## src/shared/gpd_pkg.sv

```systemverilog
package gpd_pkg;
  // ***********************************
  // port geometry
  // ***********************************
  localparam int PIN_COUNT = 8;
  // ***********************************
  // reset values
  // ***********************************
  localparam logic [7:0] DATA_RESET = 8'h00;
  localparam logic [7:0] DIR_RESET = 8'h00;
  localparam logic [7:0] ZERO8 = 8'h00;
  // ***********************************
  // timing
  // ***********************************
  localparam int SYS_CLK_HZ = 10000000;
  localparam int SLOW_CLK_HZ = 32768;
  // slow tick divider, rounded down so one tick is never longer than a 32 kHz period
  localparam int SLOW_DIV = SYS_CLK_HZ / SLOW_CLK_HZ;
  localparam logic [8:0] SLOW_DIV_LAST = 9'(SLOW_DIV - 1);
  localparam logic [8:0] SLOW_DIV_ZERO = 9'h000;
  // further samples that must agree with the first before a new level passes
  localparam int STABLE_TICKS = 2;
  localparam logic [1:0] STABLE_LAST = 2'(STABLE_TICKS);
  localparam logic [1:0] STABLE_ZERO = 2'h0;
  localparam logic [1:0] STABLE_ONE = 2'h1;
endpackage

```

## src/logic/gpd_port.sv

```systemverilog
`timescale 1ns/1ps
module gpd_port #(
  parameter bit LOW_POWER = 1'b1
) (
  input wire logic sysClk,
  input wire logic rstn,
  // software side
  input wire logic [7:0] dataWrite,
  input wire logic dataWriteStrobe,
  output logic [7:0] dataOut,
  output logic [7:0] pinLevel,
  input wire logic [7:0] dirWrite,
  input wire logic dirWriteStrobe,
  output logic [7:0] dirOut,
  input wire logic [7:0] debounceEnable,
  input wire logic [7:0] irqEnable,
  input wire logic [7:0] irqLevelMode,
  input wire logic [7:0] irqPolarityHigh,
  input wire logic [7:0] irqClearMask,
  input wire logic irqClearStrobe,
  output logic [7:0] irqPending,
  output logic [7:0] pinIrq,
  output logic combinedIrq,
  output logic wakeRequest,
  // peripheral ownership
  input wire logic [7:0] altFunctionSelect,
  // pins
  input wire logic [7:0] padIn,
  output logic [7:0] padOut,
  output logic [7:0] padOutEnable
);
  logic [7:0] padMeta;
  logic [7:0] padSync;
  logic [7:0] debounced;
  logic [7:0] filtered;
  logic [7:0] filteredPrev;
  logic [7:0] irqEvent;
  logic [8:0] slowDiv;
  logic slowTick;
  logic [7:0] clearBits;

  // ***********************************
  // shared decode
  // ***********************************
  // bits of a pin vector that the port still owns
  function automatic logic [7:0] ownedBits(input logic [7:0] bits, input logic [7:0] alt);
    return bits & ~alt;
  endfunction

  // one match per pin: level against polarity, or a single edge in the polarity's direction
  function automatic logic [7:0] eventMatch(
    input logic [7:0] now,
    input logic [7:0] prev,
    input logic [7:0] levelMode,
    input logic [7:0] polarityHigh
  );
    logic [7:0] levelHit;
    logic [7:0] riseHit;
    logic [7:0] fallHit;
    levelHit = levelMode & ~(now ^ polarityHigh);
    riseHit = ~levelMode & polarityHigh & now & ~prev;
    fallHit = ~levelMode & ~polarityHigh & ~now & prev;
    return levelHit | riseHit | fallHit;
  endfunction

  // ***********************************
  // pin synchroniser
  // ***********************************
  // two flops before any logic reads a pad; only padSync is read downstream
  always_ff @(posedge sysClk or negedge rstn) begin
    if (!rstn) begin
      padMeta <= gpd_pkg::ZERO8;
      padSync <= gpd_pkg::ZERO8;
    end else begin
      padMeta <= padIn;
      padSync <= padMeta;
    end
  end

  // ***********************************
  // 32 kHz enable divider
  // ***********************************
  // one clock only: the slow rate is an enable pulse, so no crossing is needed
  // the divide rounds down, so a tick period never exceeds the slow clock period
  always_ff @(posedge sysClk or negedge rstn) begin
    if (!rstn) begin
      slowDiv <= gpd_pkg::SLOW_DIV_ZERO;
    end else if (slowDiv == gpd_pkg::SLOW_DIV_LAST) begin
      slowDiv <= gpd_pkg::SLOW_DIV_ZERO;
    end else begin
      slowDiv <= slowDiv + 9'h001;
    end
  end
  assign slowTick = (slowDiv == gpd_pkg::SLOW_DIV_LAST);

  // ***********************************
  // debouncers
  // ***********************************
  for (genvar i = 0; i < gpd_pkg::PIN_COUNT; i++) begin : g_deb
    gpd_debounce u_deb (
      .sysClk(sysClk),
      .rstn(rstn),
      .slowTick(slowTick),
      .rawLevel(padSync[i]),
      .stableLevel(debounced[i])
    );
  end

  // bypass per pin; debounced path already in this domain
  always_comb begin
    filtered = (debounceEnable & debounced) | (~debounceEnable & padSync);
  end

  // ***********************************
  // data and direction registers
  // ***********************************
  always_ff @(posedge sysClk or negedge rstn) begin
    if (!rstn) begin
      dataOut <= gpd_pkg::DATA_RESET;
    end else if (dataWriteStrobe) begin
      dataOut <= dataWrite;
    end
  end

  always_ff @(posedge sysClk or negedge rstn) begin
    if (!rstn) begin
      dirOut <= gpd_pkg::DIR_RESET;
    end else if (dirWriteStrobe) begin
      dirOut <= dirWrite;
    end
  end

  // readback shows the synchronised pad level for all eight pins
  always_ff @(posedge sysClk or negedge rstn) begin
    if (!rstn) begin
      pinLevel <= gpd_pkg::ZERO8;
    end else begin
      pinLevel <= padSync;
    end
  end

  // ***********************************
  // pad drive
  // ***********************************
  // an alternate function owns the pad, so the port lets go of it entirely
  always_ff @(posedge sysClk or negedge rstn) begin
    if (!rstn) begin
      padOut <= gpd_pkg::ZERO8;
    end else begin
      padOut <= ownedBits(dataOut, altFunctionSelect);
    end
  end

  // the enable is masked on the same edge as the data, so a released pad never glitches
  always_ff @(posedge sysClk or negedge rstn) begin
    if (!rstn) begin
      padOutEnable <= gpd_pkg::ZERO8;
    end else begin
      padOutEnable <= ownedBits(dirOut, altFunctionSelect);
    end
  end

  // ***********************************
  // interrupts
  // ***********************************
  always_ff @(posedge sysClk or negedge rstn) begin
    if (!rstn) begin
      filteredPrev <= gpd_pkg::ZERO8;
    end else begin
      filteredPrev <= filtered;
    end
  end

  // level mode: matching level; edge mode: rising or falling per polarity
  always_comb begin
    irqEvent = ownedBits(irqEnable, altFunctionSelect) &
      eventMatch(filtered, filteredPrev, irqLevelMode, irqPolarityHigh);
  end

  // the mask only counts in the strobe cycle, so a stale mask clears nothing
  always_comb begin
    clearBits = irqClearStrobe ? irqClearMask : gpd_pkg::ZERO8;
  end

  // a new event in the clear cycle wins over the clear
  always_ff @(posedge sysClk or negedge rstn) begin
    if (!rstn) begin
      irqPending <= gpd_pkg::ZERO8;
    end else begin
      irqPending <= (irqPending & ~clearBits) | irqEvent;
    end
  end

  // ***********************************
  // interrupt outputs
  // ***********************************
  // each pin has its own request line
  assign pinIrq = irqPending;

  // ***********************************
  // combined request and wake-up
  // ***********************************
  // combined output is held low unless LOW_POWER is set
  always_ff @(posedge sysClk or negedge rstn) begin
    if (!rstn) begin
      combinedIrq <= 1'b0;
    end else begin
      combinedIrq <= LOW_POWER & (|irqPending);
    end
  end

  assign wakeRequest = combinedIrq;
endmodule

```

## src/logic/gpd_debounce.sv

```systemverilog
`timescale 1ns/1ps
// ***********************************
// one-pin debouncer on the 32 kHz enable
// ***********************************
module gpd_debounce (
  input wire logic sysClk,
  input wire logic rstn,
  input wire logic slowTick,
  input wire logic rawLevel,
  output logic stableLevel
);
  logic candidate;
  logic [1:0] agreeCount;

  // a level passes only after it has held for two whole slow periods
  always_ff @(posedge sysClk or negedge rstn) begin
    if (!rstn) begin
      candidate <= 1'b0;
      agreeCount <= gpd_pkg::STABLE_ZERO;
      stableLevel <= 1'b0;
    end else if (slowTick) begin
      if (rawLevel != candidate) begin
        candidate <= rawLevel;
        agreeCount <= gpd_pkg::STABLE_ONE;
      end else if (agreeCount != gpd_pkg::STABLE_LAST) begin
        agreeCount <= agreeCount + gpd_pkg::STABLE_ONE;
      end else begin
        stableLevel <= candidate;
      end
    end
  end
endmodule

```

## config.mk

```make
export PLATFORM = sky130hd
export DESIGN_NAME = gpd_port
export DESIGN_NICKNAME = d
export VERILOG_FILES = /design/src/shared/gpd_pkg.sv /design/src/logic/gpd_port.sv /design/src/logic/gpd_debounce.sv
export SDC_FILE = /design/constraint.sdc
export NUM_CORES = 1
export LEC_CHECK = 0
export BUFFER_PORTS_ARGS = -buffer_cell sky130_fd_sc_hd__buf_2
export CORE_MARGIN = 10
export CORE_UTILIZATION = 52
export CTS_CLUSTER_DIAMETER = 40
export DETAILED_ROUTE_END_ITERATION = 6
export PLACE_DENSITY = 0.9
export SLEW_MARGIN = 25
export SYNTH_ARGS = -nofsm -noshare
export SYNTH_HDL_FRONTEND = slang
export SYNTH_SLANG_ARGS = --single-unit
```

## constraint.sdc

```tcl
create_clock -name sysClk -period 2.1 [get_ports sysClk]
set_clock_uncertainty 0.1 [all_clocks]
set_input_delay 0.525 -clock sysClk [delete_from_list [all_inputs] [get_ports sysClk]]
set_output_delay 0.525 -clock sysClk [all_outputs]
set_load 0.005 [all_outputs]
```

==> flow_summary.ini <==
[run_status]
outcome = completed

[timing]
min_period_ps = 1950
finalSetupViolCount = 0
finalHoldViolCount = 0
fmax_mhz = 513
slew_viol_final = 0
slew-limit-headroom_pct = 69.6
grt_setup_unrepaired = false
worstMarginPinSlew_ps = 456
period_share_pct = 92.9
fin_setup_tns_ps = 0

[floorplan]
die_h_um = 115
start_util_pct = 53.6
fp-row-count = 34
dieArea_sq_mm = 0.0132
num_io_pins = 135
core_sq_mm = 0.00876
die_x_um = 115

[power]
power_density_mw_per_mm2 = 968
ir_drop_mv = 0.647
leakagePower_nw = 2.99

[finish]
layout_common_cells = buf_2 (133), dfrtp_1 (114), nand2_1 (38), mux2_2 (24), inv_1 (23)
drive_above_1_share_pct = 37.2
antenna_cells = 0
areaGrowthSynthToFinish_pct = 28.9
final_common_cell = buf_2
postLayoutCellArea_sq_mm = 0.00605
fillers = 564
final_nets = 621

[min_path]
hold_depth = 1
hold_start = padIn[4]
holdPathEnd = padMeta[4]$_DFF_PN0_
hold_path_class = input pin to flip-flop

[placement]
dp_hpwl_um = 8860
globalplace.congestion = 0.846
port_buffers = 134
placed_area_sq_mm = 0.00540

[logic_synthesis]
synthAdderAreaFrac_pct = 2.67
synth-compound-area-share_pct = 9.54
async_reset_ff_share_pct = 100
syn_inst = 395
synth-main-ff-cell = dfrtp_1
synth-simple-area-share_pct = 13.7
syn_nets = 482
synth_top_family_by_area = simple AND/OR/NAND/NOR gates
synth-xor-area-share_pct = 2.43
ys_seq_area_share_pct = 60.8
synth_warnings = 0
synth.cell_area_sq_mm = 0.00469
ys_types = 34
muxShareOfSynthArea_pct = 5.97
synth.avg_cell_area_sq_um = 11.9
synth_edf_count = 0
ys_seq_elements = 114

[job]
drv_cap = 0

[clock_network]
root_buffer = clkbuf_8
h-tree-depth = 4
numCtsBuffers = 17
cts_tree = yes
path_clk_slew_ps = 60
clock_latency_ps = 510
cts.sinks = 114
clockBufferDepth = 2

[setup_path]
rrSetupSlack_ps = 150
critPathCaptureType = flip-flop
crit_required_ps = 2380
crit_arrival_ps = 2230
path_class = flip-flop to flip-flop
r2r-end = g_deb[7].u_deb.agreeCount[0]$_DFFE_PN0P_
reg2reg_from = slowDiv[0]$_DFF_PN0_
worstSetupStartpointType = flip-flop
r2r_cells = 6
critPathMaxFanout = 28

[global_routing]
grt_pass1_vias = 3864
grt_use_total_pct = 19.5
antenna_found_initial = 0
grt_overflow = 0
grt_pass1_wl_um = 20100
grt_max_degree = 50

[drt]
viasPerCell = 5.49
ant_nets = 0
drt_first_pass_iters = 4
via_count = 3588
drc = 0
wire_per_inst_um = 20.1
drt-initial-drc-count = 291
drt-total-wl_um = 13100
## power by group
part | internal, mW | switching [mW] | total [mW]
combinational | 0.212 | 0.219 | 0.431
sequential | 2.31 | 0.0818 | 2.39
clock | 2.07 | 0.966 | 3.04
total | 4.59 | 1.27 | 5.86
## stage by stage
stage	hold WS, ps	total power [mW]	util, %	setup WS [ps]	instances
finish	16.9	5.86	69.0	150	654
global route	8.30	6.03	69.0	27.4	654
CTS	5.33	5.88	69.0	98.1	653
detailed placement	236	2.85	61.6	217	621
global placement	232	2.82	61.6	280	621
floorplan	129	2.58	-	459	395
## worst max path at each step
| stage | from | to | slack [ps] |
|---|---|---|---|
| after detailed placement | slowDiv[3]$_DFF_PN0_ | g_deb[1].u_deb.agreeCount[1]$_DFFE_PN0P_ | 220 |
| after CTS | slowDiv[3]$_DFF_PN0_ | g_deb[7].u_deb.agreeCount[0]$_DFFE_PN0P_ | 100 |
| after global routing | slowDiv[0]$_DFF_PN0_ | g_deb[2].u_deb.agreeCount[0]$_DFFE_PN0P_ | 30 |
| after floorplan | slowDiv[3]$_DFF_PN0_ | g_deb[2].u_deb.agreeCount[1]$_DFFE_PN0P_ | 460 |
| final | slowDiv[0]$_DFF_PN0_ | g_deb[7].u_deb.agreeCount[0]$_DFFE_PN0P_ | 150 |
| after global placement | slowDiv[3]$_DFF_PN0_ | g_deb[3].u_deb.agreeCount[1]$_DFFE_PN0P_ | 280 |
## sequential cells by signal, summed over array words and instances, names as in the netlist
register                 flops
g_deb.u_deb.agreeCount      16
slowDiv                      9
dataOut                      8
dirOut                       8
filteredPrev                 8
g_deb.u_deb.candidate        8
g_deb.u_deb.stableLevel      8
irqPending                   8
padMeta                      8
padOutEnable                 8
padOut                       8
padSync                      8
pinLevel                     8
combinedIrq                  1
## per-layer routing
metal / up-vias / track usage (%) / wire length [um]
met5: - / 0 / 0
met2: 124 / 34.7 / 7320
met1: 1786 / 20.0 / 4430
li1: 1639 / - / -
met4: 0 / 11.7 / 560
met3: 39 / 5.31 / 825
## critical path, stage by stage, from the launching register on
cell     delay, ps
dfrtp_1        400
inv_1           70
ha_1           130
and4_1         330
nand2_4        260
o31ai_1        380
o21ai_1        130
## Yosys cell counts (11+ instances only)
cell      count  area, sq um
inv_1        23         86.3
nor4_1       12         75.1
a31oi_1      15         93.8
xor2_1       11         96.3
dfrtp_1     114         2850
o21ai_0      12         60.1
nor2_1       17         63.8
nand2b_1     16          100
nor2b_1      16          100
mux2_2       24          270
nand2_1      38          143
## cell families after synthesis
| family | Yosys count |
|---|---|
| compound gates | 70 |
| xor+xnor | 13 |
| fa+ha+maj | 10 |
| buf+inv | 41 |
| flops | 114 |
| mux | 25 |
| simple gates | 122 |
## area by class of cell
cell class	count	area, sq um	share of cell area [%]
Clock buffer	22	483	7.98
Clock inverter	9	151	2.50
Inverter	23	86.3	1.43
Multi-Input combinational cell	240	1610	26.6
Sequential cell	114	2850	47.1
Tap cell	108	135	2.23
Timing Repair Buffer	138	731	12.1
## repair_timing
item | 4_1_cts | 5_1_grt
resized for setup | 0 | 0
endpoints found under the setup margin | 0 | 3
hold buffers | 1 | 0
buffers inserted | 0 | 1
endpoints found under the hold margin | 32 | 0
Power figures use the tool's default switching activity.
